===== config.mk =====
export PLATFORM = sky130hd
export DESIGN_NAME = pifp_top
export DESIGN_NICKNAME = d
export VERILOG_FILES = /design/src/rtl/pifp_shadow.v /design/src/rtl/pifp_top.v
export VERILOG_INCLUDE_DIRS = /design/src /design/src/rtl
export SDC_FILE = /design/constraint.sdc
export NUM_CORES = 1
export LEC_CHECK = 0
export BUFFER_PORTS_ARGS = -buffer_cell sky130_fd_sc_hd__clkbuf_2
export CELL_PAD_IN_SITES_DETAIL_PLACEMENT = 0
export CELL_PAD_IN_SITES_GLOBAL_PLACEMENT = 2
export CORE_MARGIN = 8
export CORE_UTILIZATION = 37
export DETAILED_ROUTE_END_ITERATION = 10
export PLACE_DENSITY_LB_ADDON = 0.05
export SYNTH_ARGS = -nofsm -noshare
export SYNTH_HDL_FRONTEND = slang
export SYNTH_SLANG_ARGS = --single-unit

===== constraint.sdc =====
create_clock -name clk_sys_i -period 2.8 [get_ports clk_sys_i]
set_input_delay 0 -clock clk_sys_i [delete_from_list [all_inputs] [get_ports clk_sys_i]]
set_output_delay 0 -clock clk_sys_i [all_outputs]
set_load 0.02 [all_outputs]

===== src/rtl/pifp_defines.vh =====
// Offsets, field positions, reset values and timing counts for the interrupt flag block
`ifndef PIFP_DEFINES_VH
`define PIFP_DEFINES_VH
// Register offsets (word index on the plain port)
`define PIFP_ADDR_W 4
`define PIFP_OFF_FLAGS_ONE 4'h0
`define PIFP_OFF_FLAGS_TWO 4'h1
`define PIFP_OFF_ENABLES_ONE 4'h2
`define PIFP_OFF_ENABLES_TWO 4'h3
`define PIFP_OFF_PRIORITY_ONE 4'h4
`define PIFP_OFF_PRIORITY_TWO 4'h5
`define PIFP_OFF_CORE_CTRL 4'h6
`define PIFP_OFF_CORE_FLAGS 4'h7
`define PIFP_OFF_CORE_PRIO 4'h8
`define PIFP_OFF_STATUS 4'h9
// Reset values
`define PIFP_RST_FLAGS 8'h00
`define PIFP_RST_ENABLES 8'h00
`define PIFP_RST_PRIORITY_ONE 8'h7F
`define PIFP_RST_PRIORITY_TWO 8'h0F
`define PIFP_RST_CORE_CTRL 8'h00
`define PIFP_RST_CORE_PRIO 8'h3F
// Implemented-bit masks
`define PIFP_MASK_ONE 8'h7F
`define PIFP_MASK_TWO 8'h0F
// Core control fields
`define PIFP_CC_GIE 7
`define PIFP_CC_PERIPHERAL_IRQ_ENABLE 6
`define PIFP_CC_T0IE 5
`define PIFP_CC_PBIE 4
`define PIFP_CC_X0IE 3
`define PIFP_CC_X1IE 2
`define PIFP_CC_X2IE 1
`define PIFP_CC_PLEN 0
// Core flag fields
`define PIFP_CF_T0 0
`define PIFP_CF_PB 1
`define PIFP_CF_X0 2
`define PIFP_CF_X1 3
`define PIFP_CF_X2 4
// Core priority/edge fields
`define PIFP_CP_T0IP 0
`define PIFP_CP_PBIP 1
`define PIFP_CP_X1IP 2
`define PIFP_CP_X2IP 3
`define PIFP_CP_EDGE0 4
`define PIFP_CP_EDGE1 5
`define PIFP_CP_EDGE2 6
// Timer-0 wrap values
`define PIFP_T0_WRAP8 8'hFF
`define PIFP_T0_WRAP16 16'hFFFF
// Synchroniser length in clocks
`define PIFP_SYNC_STAGES 2
`endif


===== src/rtl/pifp_shadow.v =====
// Single-level fast return shadow for working, status and bank-select registers
`timescale 1ns/10ps
module pifp_shadow (
    input wire clk_sys_i,
    input wire rst_b_i,
    input wire capture_i,
    input wire [7:0] working_register_i,
    input wire [7:0] status_i,
    input wire [7:0] bank_select_register_i,
    output reg [23:0] shadow_o
);
    // Capture on interrupt entry; one level only, a nested entry overwrites
    always @(posedge clk_sys_i or negedge rst_b_i) begin
        if (!rst_b_i) begin
            shadow_o <= 24'h000000;
        end else if (capture_i) begin
            shadow_o <= {bank_select_register_i, status_i, working_register_i};
        end
    end
endmodule


===== src/rtl/pifp_top.v =====
// Peripheral interrupt flags, enables, priorities, external and core sources
//
// The register offsets and the strobed register port were chosen for this implementation.
`timescale 1ns/10ps
`include "pifp_defines.vh"
module pifp_top (
    input wire clk_sys_i,
    input wire rst_b_i,
    // Register port
    input wire [3:0] reg_addr_i,
    input wire [7:0] reg_wdata_i,
    input wire reg_wr_i,
    input wire reg_rd_i,
    output reg [7:0] reg_rdata_o,
    // Peripheral event pulses (same clock)
    input wire adc_done_evt_i,
    input wire serial_rx_full_i,
    input wire serial_tx_empty_i,
    input wire sync_port_evt_i,
    input wire ccp1_evt_i,
    input wire timer2_match_evt_i,
    input wire timer1_ovf_evt_i,
    input wire bus_collision_evt_i,
    input wire low_voltage_evt_i,
    input wire timer3_ovf_evt_i,
    input wire ccp2_evt_i,
    input wire ccp2_pwm_mode_i,
    // Timer-0 count and mode
    input wire timer0_tick_i,
    input wire [15:0] timer0_count_i,
    input wire timer0_16bit_i,
    // Pins
    input wire [2:0] ext_irq_pin_i,
    input wire [3:0] port_b_hi_pin_i,
    // Core side
    input wire sleep_i,
    input wire irq_ack_i,
    input wire [20:0] return_pc_i,
    input wire [7:0] working_register_i,
    input wire [7:0] status_i,
    input wire [7:0] bank_select_register_i,
    output reg irq_high_o,
    output reg irq_low_o,
    output reg wake_o,
    output reg vector_en_o,
    output reg stack_push_o,
    output reg [20:0] stack_pc_o,
    output reg [23:0] fast_shadow_o
);
    ////////////////////////////////////////////////////////////////////////////////
    // Helpers
    // Edge detection by selected polarity
    function edge_hit;
        input cur;
        input prev;
        input rising;
        begin
            edge_hit = rising ? (cur & ~prev) : (~cur & prev);
        end
    endfunction
    // Sticky update: set wins over software clear
    function [7:0] sticky;
        input [7:0] cur;
        input [7:0] set;
        input wr;
        input [7:0] wdata;
        input [7:0] mask;
        begin
            sticky = ((wr ? wdata : cur) | set) & mask;
        end
    endfunction

    ////////////////////////////////////////////////////////////////////////////////
    // Registers
    reg [7:0] flags_one_r;
    reg [7:0] peripheral_flags_two_r;
    reg [7:0] peripheral_enables_one_r;
    reg [7:0] peripheral_enables_two_r;
    reg [7:0] peripheral_priority_one_r;
    reg [7:0] peripheral_priority_two_r;
    reg [7:0] core_ctrl_r;
    reg [7:0] core_flags_r;
    reg [7:0] core_prio_r;
    reg [2:0] ext_meta_r;
    reg [2:0] ext_sync_r;
    reg [2:0] ext_prev_r;
    reg [3:0] pb_meta_r;
    reg [3:0] pb_sync_r;
    reg [3:0] pb_prev_r;
    reg pin_prev_valid_r;
    reg [1:0] pin_fill_r;
    reg [2:0] ext_en_sleep_r;
    reg sleep_prev_r;
    wire [23:0] fast_shadow_w;

    ////////////////////////////////////////////////////////////////////////////////
    // Event collection
    wire wr_any = reg_wr_i;
    wire [7:0] set_one;
    wire [7:0] set_two;
    wire [7:0] set_core;
    wire [2:0] ext_edge;
    wire pb_change;
    wire t0_wrap;
    // first flag sources; CCP events are timer-1 based
    assign set_one = {1'b0, adc_done_evt_i, serial_rx_full_i, serial_tx_empty_i,
                      sync_port_evt_i, ccp1_evt_i, timer2_match_evt_i, timer1_ovf_evt_i};
    // second flag sources, CCP2 ignored in PWM
    assign set_two = {4'h0, bus_collision_evt_i, low_voltage_evt_i, timer3_ovf_evt_i,
                      ccp2_evt_i & ~ccp2_pwm_mode_i};
    assign ext_edge[0] = pin_prev_valid_r &
        edge_hit(ext_sync_r[0], ext_prev_r[0], core_prio_r[`PIFP_CP_EDGE0]);
    assign ext_edge[1] = pin_prev_valid_r &
        edge_hit(ext_sync_r[1], ext_prev_r[1], core_prio_r[`PIFP_CP_EDGE1]);
    assign ext_edge[2] = pin_prev_valid_r &
        edge_hit(ext_sync_r[2], ext_prev_r[2], core_prio_r[`PIFP_CP_EDGE2]);
    assign pb_change = pin_prev_valid_r & (|(pb_sync_r ^ pb_prev_r));
    // wrap at the tick leaving the all-ones count
    assign t0_wrap = timer0_tick_i & (timer0_16bit_i ?
        (timer0_count_i == `PIFP_T0_WRAP16) : (timer0_count_i[7:0] == `PIFP_T0_WRAP8));
    // flags collect with no enable in the path
    assign set_core = {3'b000, ext_edge[2], ext_edge[1], ext_edge[0], pb_change, t0_wrap};

    ////////////////////////////////////////////////////////////////////////////////
    // Pin synchronisers, two flops before any use
    always @(posedge clk_sys_i or negedge rst_b_i) begin
        if (!rst_b_i) begin
            ext_meta_r <= 3'b000;
            ext_sync_r <= 3'b000;
            ext_prev_r <= 3'b000;
            pb_meta_r <= 4'h0;
            pb_sync_r <= 4'h0;
            pb_prev_r <= 4'h0;
            pin_prev_valid_r <= 1'b0;
            pin_fill_r <= 2'b00;
        end else begin
            ext_meta_r <= ext_irq_pin_i;
            ext_sync_r <= ext_meta_r;
            ext_prev_r <= ext_sync_r;
            pb_meta_r <= port_b_hi_pin_i;
            pb_sync_r <= pb_meta_r;
            pb_prev_r <= pb_sync_r;
            // Suppress false edges until meta, sync and prev all hold the pin
            pin_fill_r <= {pin_fill_r[0], 1'b1};
            pin_prev_valid_r <= pin_fill_r[1];
        end
    end

    ////////////////////////////////////////////////////////////////////////////////
    // Register writes and sticky flags
    always @(posedge clk_sys_i or negedge rst_b_i) begin
        if (!rst_b_i) begin
            flags_one_r <= `PIFP_RST_FLAGS;
            peripheral_flags_two_r <= `PIFP_RST_FLAGS;
            peripheral_enables_one_r <= `PIFP_RST_ENABLES;
            peripheral_enables_two_r <= `PIFP_RST_ENABLES;
            peripheral_priority_one_r <= `PIFP_RST_PRIORITY_ONE;
            peripheral_priority_two_r <= `PIFP_RST_PRIORITY_TWO;
            core_ctrl_r <= `PIFP_RST_CORE_CTRL;
            core_flags_r <= `PIFP_RST_FLAGS;
            core_prio_r <= `PIFP_RST_CORE_PRIO;
        end else begin
            flags_one_r <= sticky(flags_one_r, set_one,
                wr_any && reg_addr_i == `PIFP_OFF_FLAGS_ONE, reg_wdata_i, `PIFP_MASK_ONE);
            // sticky second flags, upper bits held zero
            peripheral_flags_two_r <= sticky(peripheral_flags_two_r, set_two,
                wr_any && reg_addr_i == `PIFP_OFF_FLAGS_TWO, reg_wdata_i, `PIFP_MASK_TWO);
            core_flags_r <= sticky(core_flags_r, set_core,
                wr_any && reg_addr_i == `PIFP_OFF_CORE_FLAGS, reg_wdata_i, 8'h1F);
            if (wr_any) begin
                case (reg_addr_i)
                    `PIFP_OFF_ENABLES_ONE: begin
                        peripheral_enables_one_r <= reg_wdata_i & `PIFP_MASK_ONE;
                    end
                    `PIFP_OFF_ENABLES_TWO: begin
                        peripheral_enables_two_r <= reg_wdata_i & `PIFP_MASK_TWO;
                    end
                    `PIFP_OFF_PRIORITY_ONE: begin
                        peripheral_priority_one_r <= reg_wdata_i & `PIFP_MASK_ONE;
                    end
                    `PIFP_OFF_PRIORITY_TWO: begin
                        peripheral_priority_two_r <= reg_wdata_i & `PIFP_MASK_TWO;
                    end
                    `PIFP_OFF_CORE_CTRL: begin
                        core_ctrl_r <= reg_wdata_i;
                    end
                    `PIFP_OFF_CORE_PRIO: begin
                        core_prio_r <= reg_wdata_i & 8'h7F;
                    end
                    default: begin
                    end
                endcase
            end
        end
    end

    ////////////////////////////////////////////////////////////////////////////////
    // Request formation
    wire global_irq_enable = core_ctrl_r[`PIFP_CC_GIE];
    wire peripheral_irq_enable = core_ctrl_r[`PIFP_CC_PERIPHERAL_IRQ_ENABLE];
    wire plen = core_ctrl_r[`PIFP_CC_PLEN];
    wire [10:0] per_act;
    wire [10:0] per_pri;
    wire [4:0] core_act;
    wire [4:0] core_pri;
    wire per_gate;
    assign per_act = {flags_one_r[6:0] & peripheral_enables_one_r[6:0],
                      peripheral_flags_two_r[3:0] & peripheral_enables_two_r[3:0]};
    assign per_pri = {peripheral_priority_one_r[6:0], peripheral_priority_two_r[3:0]};
    // timer-0 gate; port change gate; clearing enable disables
    assign core_act = core_flags_r[4:0] & {core_ctrl_r[`PIFP_CC_X2IE],
        core_ctrl_r[`PIFP_CC_X1IE], core_ctrl_r[`PIFP_CC_X0IE],
        core_ctrl_r[`PIFP_CC_PBIE], core_ctrl_r[`PIFP_CC_T0IE]};
    // ext0 fixed high, ext1/ext2 by own bits
    assign core_pri = {core_prio_r[`PIFP_CP_X2IP], core_prio_r[`PIFP_CP_X1IP], 1'b1,
                       core_prio_r[`PIFP_CP_PBIP], core_prio_r[`PIFP_CP_T0IP]};
    // peripheral enable needed in compatibility mode
    assign per_gate = plen | peripheral_irq_enable;
    wire any_core = |core_act;
    wire any_per = per_gate & (|per_act);
    // priority bits only count with levels on
    wire hi_pend = plen ? (|(core_act & core_pri)) | (|(per_act & per_pri))
                        : (any_core | any_per);
    wire lo_pend = plen & ((|(core_act & ~core_pri)) | (|(per_act & ~per_pri)));
    // external wake enables armed on entry to sleep; core and peripheral requests use live enables
    wire wake_now = (|(core_flags_r[4:2] & ext_en_sleep_r)) | any_core | any_per | lo_pend;

    always @(posedge clk_sys_i or negedge rst_b_i) begin
        if (!rst_b_i) begin
            ext_en_sleep_r <= 3'b000;
            sleep_prev_r <= 1'b0;
        end else begin
            sleep_prev_r <= sleep_i;
            // latch external enables at sleep entry
            if (sleep_i && !sleep_prev_r) begin
                ext_en_sleep_r <= {core_ctrl_r[`PIFP_CC_X2IE], core_ctrl_r[`PIFP_CC_X1IE],
                                   core_ctrl_r[`PIFP_CC_X0IE]};
            end
        end
    end

    ////////////////////////////////////////////////////////////////////////////////
    // Core-facing outputs
    always @(posedge clk_sys_i or negedge rst_b_i) begin
        if (!rst_b_i) begin
            irq_high_o <= 1'b0;
            irq_low_o <= 1'b0;
            wake_o <= 1'b0;
            vector_en_o <= 1'b0;
            stack_push_o <= 1'b0;
            stack_pc_o <= 21'h000000;
        end else begin
            irq_high_o <= global_irq_enable & hi_pend;
            irq_low_o <= global_irq_enable & lo_pend & ~hi_pend;
            wake_o <= sleep_i & wake_now;
            // vector after wake only with global enable
            vector_en_o <= global_irq_enable;
            stack_push_o <= irq_ack_i;
            if (irq_ack_i) begin
                stack_pc_o <= return_pc_i;
            end
        end
    end

    pifp_shadow u_shadow (
        .clk_sys_i(clk_sys_i),
        .rst_b_i(rst_b_i),
        .capture_i(irq_ack_i),
        .working_register_i(working_register_i),
        .status_i(status_i),
        .bank_select_register_i(bank_select_register_i),
        .shadow_o(fast_shadow_w)
    );
    // Output taken straight from the shadow flops, no second copy to keep in step
    always @* begin
        fast_shadow_o = fast_shadow_w;
    end

    ////////////////////////////////////////////////////////////////////////////////
    // Read port, data one cycle after strobe
    always @(posedge clk_sys_i or negedge rst_b_i) begin
        if (!rst_b_i) begin
            reg_rdata_o <= 8'h00;
        end else if (reg_rd_i) begin
            case (reg_addr_i)
                `PIFP_OFF_FLAGS_ONE: reg_rdata_o <= flags_one_r;
                `PIFP_OFF_FLAGS_TWO: reg_rdata_o <= peripheral_flags_two_r;
                `PIFP_OFF_ENABLES_ONE: reg_rdata_o <= peripheral_enables_one_r;
                `PIFP_OFF_ENABLES_TWO: reg_rdata_o <= peripheral_enables_two_r;
                `PIFP_OFF_PRIORITY_ONE: reg_rdata_o <= peripheral_priority_one_r;
                `PIFP_OFF_PRIORITY_TWO: reg_rdata_o <= peripheral_priority_two_r;
                `PIFP_OFF_CORE_CTRL: reg_rdata_o <= core_ctrl_r;
                `PIFP_OFF_CORE_FLAGS: reg_rdata_o <= core_flags_r;
                `PIFP_OFF_CORE_PRIO: reg_rdata_o <= core_prio_r;
                `PIFP_OFF_STATUS: reg_rdata_o <= {4'h0, ext_en_sleep_r, sleep_prev_r};
                default: reg_rdata_o <= 8'h00;
            endcase
        end else begin
            reg_rdata_o <= 8'h00;
        end
    end
endmodule


* Word-level counts from Yosys, hierarchy flattened *
Index checks and enable logic that the tools add are counted.

word-level totals
  latch bits = 0
  memory bits (writable) = 0
  input bits = 100
  memory bits (read-only) = 0
  register bits = 139
  memories kept = 0

cells by class
  shift operators = 0
  add/subtract/negate cells = 0
  multiplexer cells = 10
  reductions and logical operators = 20
  multipliers = 0
  $lt $le $gt $ge = 0
  bitwise gates (word level) = 47
  eq/ne operators = 11
  div/mod/pow operators = 0

operators with widths
  kind                    number
  $pmux W8 S10            1
  $reduce_or A11 Y1       3
  $and A11 B11 Y11        2
  $and A1 B1 Y1           18
  $eq A16 B16 Y1 const B  1
  $eq A4 B3 Y1 const B    4
  $and A5 B5 Y5           3
  $reduce_or A5 Y1        3
  $reduce_and A2 Y1       6
  $not A11 Y11            1
  $eq A4 B2 Y1 const B    2
  $eq A4 B4 Y1 const B    2
  $eq A8 B8 Y1 const B    1
  $mux W8                 1
  $not A1 Y1              8
  $and A7 B7 Y7           1
  $mux W7                 1
  $or A1 B1 Y1            7
  $or A7 B7 Y7            1
  $mux W1                 5
  $mux W5                 1
  $not A5 Y5              1
  $or A5 B5 Y5            1
  $and A4 B4 Y4           1
  10 further kinds        13

* Longest topological paths before layout *
Gate-level depths: netlist of the first run.

  depth in word-level cells = 7
  gate-level depth with buffers = 7
  depth with buffers taken out = 5

* Hierarchy *
Synthesis of the first run repeated with hierarchy kept, for this count alone.

unflattened totals
  cells, all modules = 455
  area, all modules = 6,100.9 µm²

modules (own cells, without submodules)
  module       times used  area an instance (µm²)  cells an instance
  pifp_top     1           5,103.6                 404
  pifp_shadow  1           997.2                   51

* Least setup slack after synthesis of the first run *
Ideal clock, no wire load.

  kind = flip-flop to flip-flop
  start = register peripheral_flags_two_r[0]
  end = register irq_low_o
  data arrival time = 1.495 ns
  library setup time = 0.094 ns
  cell stages (with the launch flop) = 6
  path slack = 1.211 ns
  required time = 2.706 ns
  cells stage by stage = dfrtp_1 > and3_1 > a31oi_1 > nand4_1 > or4_1 > a211oi_1

between the ends
  longest elaborated chain between the ends = 7
  elaborated cells between the ends (all ways) = 15
  those cells by class = mux: 1; bitwise: 11; reduce/logical: 3

ends and longest elaborated chain
  what                                                RTL line                                        source
  from (decl)                                         pifp_top.v:76                                   reg [7:0] peripheral_flags_two_r;
  from (signal assigned)                              pifp_top.v:154                                  peripheral_flags_two_r <= `PIFP_RST_FLAGS;
  from (signal assigned)                              pifp_top.v:166                                  peripheral_flags_two_r <= sticky(peripheral_flags_two_r, set_two,
  $and A4 B4 Y4 (*)                                   pifp_top.v:208                                  peripheral_flags_two_r[3:0] & peripheral_enables_two_r[3:0]};
  $and A11 B11 Y11, or another cell as far along      pifp_top.v:224                                  wire lo_pend = plen & ((|(core_act & ~core_pri)) | (|(per_act & ~per_pri)));
  $reduce_or A11 Y1, or another cell as far along     pifp_top.v:224
  $or A1 B1 Y1 (on tied branches)                     pifp_top.v:224, pifp_top.v:222, pifp_top.v:223
  $and A1 B1 Y1 / $mux W1 (equally long branches)     pifp_top.v:224, pifp_top.v:222
  $and A1 B1 Y1 / $not A1 Y1 (equally long branches)  pifp_top.v:254                                  irq_low_o <= global_irq_enable & lo_pend & ~hi_pend;
  $and A1 B1 Y1 (*)                                   pifp_top.v:254
  to (signal assigned)                                pifp_top.v:254
  to (decl)                                           pifp_top.v:43                                   output reg irq_low_o,

Mark *: on every way between the ends. The rest lies on a longest branch, timed or not.
A chain may end at the register's enable or synchronous reset.

* Final worst setup path of the first run *
Same ends and word-level chain as after synthesis.

==> results_dict.tcl, run 1 <==
set metrics [dict create \
    status "finished, final reports clean" \
    synth_seq_area_share_pct 59.7 \
    fmax_ghz 0.573 \
    hold_violations 0 \
    ys_top_cells_by_area "dfrtp_1, mux2_2, dfstp_2" \
    grt_first_pass_wirelength_um 29000 \
    cts_buffer_depth 2 \
    drcViolationCount 0 \
    ant_nets 0 \
    highest_layer "met4" \
    cts_max_level 4 \
    fin_ws_ns 1.06 \
    coreArea_sq_mm 0.0157 \
    worst-slew-pin-transition_ns 1.15 \
    fin_crit_sh_pct 62.3 \
    cts_resized 0 \
    grt_max_degree 58 \
    cts_setup_buffers 0 \
    wire_per_inst_um 19.4 \
    power_density_mw_per_mm2 698 \
    synth-edff-count 0 \
    postSynthCellCount 461 \
    critPathTopFamily "simple AND/OR/NAND/NOR gates" \
    clkLatencyLatePin_ns 0.41 \
    place_congestion 0.947 \
    cts_made_buffers 17 \
    synth_top_cell_area_share_pct 52.1 \
    syn-cell-area_sq_mm 0.00586 \
    die_width_um 142 \
    worst_ep_arrival_time_ns 2.06 \
    grt_use_total_pct 18.8 \
    area_delta_synth_final_pct 41.0 \
    ir_drop_mv 0.393 \
    met2_length_um 8600 \
    yosysWarnings 0 \
    wirelength_um 18100 \
    min_period_ns 1.74 \
    path_cells "and3_1 > a31oi_1 > nand4_1 > or4_1 > a211oi_1" \
    drt-met1-wl_um 7330 \
    insertedDiodeCount 0 \
    clk_pin_slew_ns 0.06 \
    finalPower_mw 5.77 \
    wl_met3_um 1550 \
    layout-drive-gt1-share_pct 42.9 \
    via_per_inst 5.11 \
    dp_slack_ns 0.946 \
    grt.overflow.total 0 \
    cellLeakagePower_nw 3.72 \
    setup_viol 0 \
    std_cell_rows 46 \
    maxSlewViolCount 0 \
    cp-end-kind "flip-flop" \
    firstDrtPassIters 5 \
    synth-main-ff-cell "dfrtp_1" \
    worstPathRequired_ns 3.12 \
    netlist_top_cells_count "dfrtp_1, mux2_2, nand2_1" \
    initial_utilization_pct 37.4 \
    antenna_found_initial 0 \
    path_buf_inv 0 \
    final_design_area_no_fill_sq_mm 0.00826 \
    grt_pass1_vias 5272 \
    place_area_sq_mm 0.00688 \
    fin_setup_tns_ns 0 \
    synthAdderAreaFrac_pct 0 \
    yosys.area.top_type "dfrtp_1" \
    final_nets 804 \
    io_pins 158 \
    timing.slew.headroom_pct 23.1 \
    synth.area.mux_share_pct 18.7 \
    synthArstFlopShare_pct 100 \
    synth_nets 561 \
    synth-compound-area-share_pct 7.69 \
    skew_ns 0.00607 \
    numPortBuffers 157 \
    ys_ff_latch 139 \
    dieArea_sq_mm 0.0201 \
    startpoint_type "flip-flop" \
    synth.distinct_cells 49 \
    rsz0062_at_grt "false" \
    synth-simple-area-share_pct 11.5 \
    synth_area_per_cell_sq_um 12.7 \
    synthXorXnorAreaFrac_pct 0.598 \
    yosys.cell_count.top_type "dfrtp_1" \
    cp_max_fo 4 \
    num_vias 4758 \
    synth_top_family_by_area "multiplexers" \
    drtIter0Drc 443 \
    cts_tree "yes" \
    dp_hpwl_um 13100 \
    die_h_um 142 \
    drv_cap 0 \
    crit_type "reg2reg" \
    hold_class "in2reg" \
    crit_path_top_delay_cell "or4_1" \
    cts_root_buf "clkbuf_16" \
    clkSinkCount 139 \
    cp_slowest_stage_delay_ns 0.56 \
]
[what timing repair did]
action	in CTS	in global routing
endpoints found under the hold margin	135	0
endpoints found under the setup margin	0	0
hold buffers	80	0
[per-layer routing]
metal	vias up	track usage (%)
met3	47	6.92
met5	-	0
met4	0	8.25
li1	2172	-
met1	2311	22.5
met2	228	29.9
[metrics by stage]
stage          hold slack (ns)  utilization, %  cells
2_1_floorplan           -0.296               -    461
3_3_place_gp           0.00214            44.0    821
3_5_place_dp           0.00553            44.0    821
4_1_cts                 0.0188            52.8    932
5_1_grt                 0.0227            52.8    932
6_report                0.0220            52.8    932
[registers in the layout (all words and copies together) (netlist names), 2 cells and up]
register / flops
peripheral_enables_two_r: 4
stack_pc_o: 21
core_flags_r: 5
ext_meta_r: 3
pb_meta_r: 4
core_ctrl_r: 8
pb_prev_r: 4
peripheral_enables_one_r: 7
pb_sync_r: 4
pin_fill_r: 2
peripheral_priority_two_r: 4
core_prio_r: 7
flags_one_r: 7
ext_prev_r: 3
ext_en_sleep_r: 3
peripheral_priority_one_r: 7
u_shadow.shadow_o: 24
reg_rdata_o: 8
ext_sync_r: 3
peripheral_flags_two_r: 4
[cell usage in the layout, fill, tap and decap left out, drive strengths merged, types with 5 or more instances in the layout]
cell type	netlist	routed
nand3b	8	8
nand3	18	18
dfstp	17	17
nand4	9	9
nand2	46	46
a21oi	8	8
o21ai	9	9
nor2b	7	7
clkinv	0	5
dfrtp	122	122
dlygate4sd3	0	80
a22oi	11	11
buf	8	6
nor2	23	23
mux2	90	90
o22ai	8	8
clkbuf	10	176
inv	6	7
[tightest hold or removal path: cells and delay by family]
| kind | cells | cell delay, ns |
|---|---|---|
| buffers and inverters | 1 | 0.08 |
| AOI/OAI and AO/OA | 1 | 0.07 |
| and+or+nand+nor | 1 | 0.23 |
[where the power goes]
part           internal [mW]  switching, mW  total, mW  leakage (nW)
registers               2.31          0.282       2.59          1.60
clock network           1.35          0.833       2.18         0.278
logic                  0.491          0.502      0.993          1.84
[path summary, 6_finish.rpt]
path                                                startpoint                                        to  slack, ns  cells after the start
min                                                   reg_rd_i                  reg_rdata_o[2]$_DFF_PN0_       0.02                      3
max in group asynchronous                              rst_b_i  peripheral_priority_one_r[6]$_DFFE_PN1P_       1.81                      3
max reg2reg                peripheral_flags_two_r[0]$_DFF_PN0_                       irq_low_o$_DFF_PN0_       1.06                      5
min in group asynchronous                              rst_b_i                     vector_en_o$_DFF_PN0_       0.12                      2
min reg2reg                             pb_meta_r[1]$_DFF_PN0_                    pb_sync_r[1]$_DFF_PN0_       0.35                      0
max                        peripheral_flags_two_r[0]$_DFF_PN0_                       irq_low_o$_DFF_PN0_       1.06                      5
[cells by family after synthesis]
kind of cell,count (synthesis)
AO/OA/AOI/OAI,63
other,1
XOR/XNOR,4
multiplexers,96
buffers and inverters,24
flip-flops,139
AND/OR/NAND/NOR,134
[cell type report]
class                      instances  area [sq um]
clock buffer                      20           457
clock inverter                    11           120
fill                            1423          7390
inverter                           6          22.5
multi-input combinational        298          2260
sequential                       139          3500
tap                              216           270
timing repair buffer             242          1630
Power figures use the tool's default switching activity.
==> inputs of run 2 (changes only) <==
Settings changed: CORE_UTILIZATION 37 to 34.
Clock period 2.8 ns to 1.8 ns, I/O delays scaled along.
==> run 2 against run 1 <==
Compared with the run above: hold slack got worse by 0.013 ns; clock power rose by 68%; clock skew rose by 0.0059 ns; die area rose by 7.8%; fmax rose by 3.4%; global-route usage fell by 1.2 points; non-clock buffer count rose by 26; largest power group unchanged; highest routed layer unchanged.
==> results_dict.tcl, run 2 (synthesis gave the netlist of run 1 again) <==
set metrics [dict create \
    wirelength_um 18300 \
    hold_start "reg_wdata_i[3]" \
    multi_input_area_sq_mm 0.00227 \
    combPwrFrac_pct 17.4 \
    grt_use_total_pct 17.6 \
    r2r_start "peripheral_enables_two_r[0]$_DFFE_PN0P_" \
    clkSinkCount 139 \
    largest_reg_flops 24 \
    p_int_mw 6.64 \
    cts_made_buffers 17 \
    reg2reg_depth 5 \
    drcViolationCount 0 \
    drv_cap 0 \
    timing.slew.headroom_pct 59.5 \
    cts_root_buf "clkbuf_16" \
    cellLeakagePower_nw 3.86 \
    highest_layer "met4" \
    clkPwrFrac_pct 39.5 \
    seqPwrFrac_pct 43.1 \
    insertedDiodeCount 0 \
    final_common_cell "clkbuf_2" \
    ant_nets 0 \
    die_width_um 147 \
    io_pins 158 \
    final_util_pct 50.1 \
    met2_length_um 8610 \
    worstPathRequired_ns 2.13 \
    wl_met3_um 1470 \
    coreArea_sq_mm 0.0171 \
    cp_max_fo 4 \
    via_per_inst 5.02 \
    layout-drive-gt1-share_pct 45.0 \
    grt.overflow.total 0 \
    hold_violations 0 \
    place_area_sq_mm 0.00708 \
    grt_pass1_vias 5429 \
    place_congestion 0.922 \
    fmax_ghz 0.593 \
    final_nets 830 \
    initial_utilization_pct 34.4 \
    worst_ep_arrival_time_ns 2.02 \
    std_cell_rows 48 \
    finalPower_mw 9.27 \
    drt-met1-wl_um 7620 \
    crit_path_top_delay_cell "or4_4" \
    hold_class "in2reg" \
    fillCellCount 1561 \
    fin_crit_sh_pct 93.7 \
    area_delta_synth_final_pct 45.8 \
    layout_common_cells "clkbuf_2, dfrtp_1, mux2_2" \
    firstDrtPassIters 5 \
    wire_per_inst_um 18.9 \
    switchingPower_mw 2.62 \
    post-place-cells 853 \
    path_cells "and3_1 > a31oi_1 > nand4_1 > or4_4 > a211oi_2" \
    power_density_mw_per_mm2 1080 \
    rsz0062_at_grt "false" \
    min_period_ns 1.69 \
    grt_max_degree 51 \
    cp_slowest_stage_delay_ns 0.55 \
    cts_max_level 4 \
    setup_viol 0 \
    startpoint_type "flip-flop" \
    finalNonFillerCells 968 \
    switching_share_pct 28.3 \
    clk_pin_slew_ns 0.07 \
    dp_hpwl_um 13400 \
    drtIter0Drc 325 \
    ff_latch_area_sq_mm 0.00350 \
    reg.largest.list "u_shadow.shadow_o (24), stack_pc_o (21)" \
    cts_setup_buffers 0 \
    regToRegEndpoint "irq_low_o$_DFF_PN0_" \
    antenna_found_initial 0 \
    skew_ns 0.0119 \
    largest-register "u_shadow.shadow_o" \
    grt_first_pass_wirelength_um 29900 \
    status "finished, final reports clean" \
    clkLatencyLatePin_ns 0.41 \
    num_vias 4864 \
    cp-end-kind "flip-flop" \
    final_design_area_no_fill_sq_mm 0.00854 \
    hold_depth 2 \
    numPortBuffers 157 \
    dieArea_sq_mm 0.0217 \
    fin_setup_tns_ns 0 \
    crit_type "reg2reg" \
    ir_drop_mv 0.492 \
    regToRegSetupSlack_ns 0.11 \
    cts_buffer_depth 2 \
    cts_tree "yes" \
    die_h_um 147 \
    maxSlewViolCount 0 \
    hold-path-endpoint "core_prio_r[3]$_DFFE_PN1P_" \
    worst-slew-pin-transition_ns 0.602 \
]
==> run 2: changes by cell type in the layout (fill, tap and decap cells not counted), sizes merged <==
cell         before  now
bufinv            2    3
dlygate4sd3      80   83
clkbuf          176  174
inv               7   10
buf               6   29
clkinv            5    4
==> run 2: metrics by stage <==
step | worst slack, ns | hold slack [ns]
finish | 0.113 | 0.00923
global route | 0.0222 | 0.00731
CTS | 0.0772 | 0.000420
detailed placement | 0.0919 | -0.0396
global placement | 0.140 | -0.0503
floorplan | 0.211 | -0.296
==> run 2: worst max-delay path: cells and delay by family (launching register included) <==
family             cells  cell delay, ns
AOI/OAI and AO/OA      2            0.36
and+or+nand+nor        3            0.84
DFF                    1            0.41
==> run 2: worst max path at each step <==
stage | startpoint | to | slack (ns) | cells after the start
after floorplan | peripheral_flags_two_r[0]$_DFF_PN0_ | irq_low_o$_DFF_PN0_ | 0.21 | 5
after global placement | peripheral_enables_two_r[0]$_DFFE_PN0P_ | irq_low_o$_DFF_PN0_ | 0.14 | 5
after detailed placement | peripheral_enables_two_r[0]$_DFFE_PN0P_ | irq_low_o$_DFF_PN0_ | 0.09 | 5
after CTS | peripheral_enables_two_r[0]$_DFFE_PN0P_ | irq_low_o$_DFF_PN0_ | 0.08 | 5
after global routing | peripheral_enables_two_r[0]$_DFFE_PN0P_ | irq_low_o$_DFF_PN0_ | 0.02 | 5
final | peripheral_enables_two_r[0]$_DFFE_PN0P_ | irq_low_o$_DFF_PN0_ | 0.11 | 5
==> run 2: what timing repair did <==
item	in CTS	in global routing
setup endpoints to repair	0	1
hold buffers	83	0
endpoints found under the hold margin	215	0
resized for setup	0	2
==> run 2: routing by layer <==
layer / global-route usage, % / vias up
met4: 7.50 / 0
met5: 0 / -
met2: 28.0 / 211
met3: 6.15 / 32
met1: 21.2 / 2396
li1: - / 2225
==> run 2: final cells by class <==
| type | count | share of cell area [%] |
|---|---|---|
| clock buffers | 18 | 5.14 |
| clock inverters | 14 | 2.17 |
| inverters | 6 | 0.264 |
| multi-input cells | 298 | 26.6 |
| flip-flops and latches | 139 | 41.0 |
| well taps | 225 | 3.30 |
| repair buffers | 268 | 21.6 |
==> run 2: power groups by stage <==
stage                     registers [mW]  logic (mW)  clock network (mW)
after detailed placement            4.03        1.47                   0
after global routing                4.04        1.76                3.90
after floorplan                     4.04       0.739                   0
after global placement              4.02        1.48                   0
final                               3.99        1.61                3.66
after CTS                           3.98        1.61                3.77
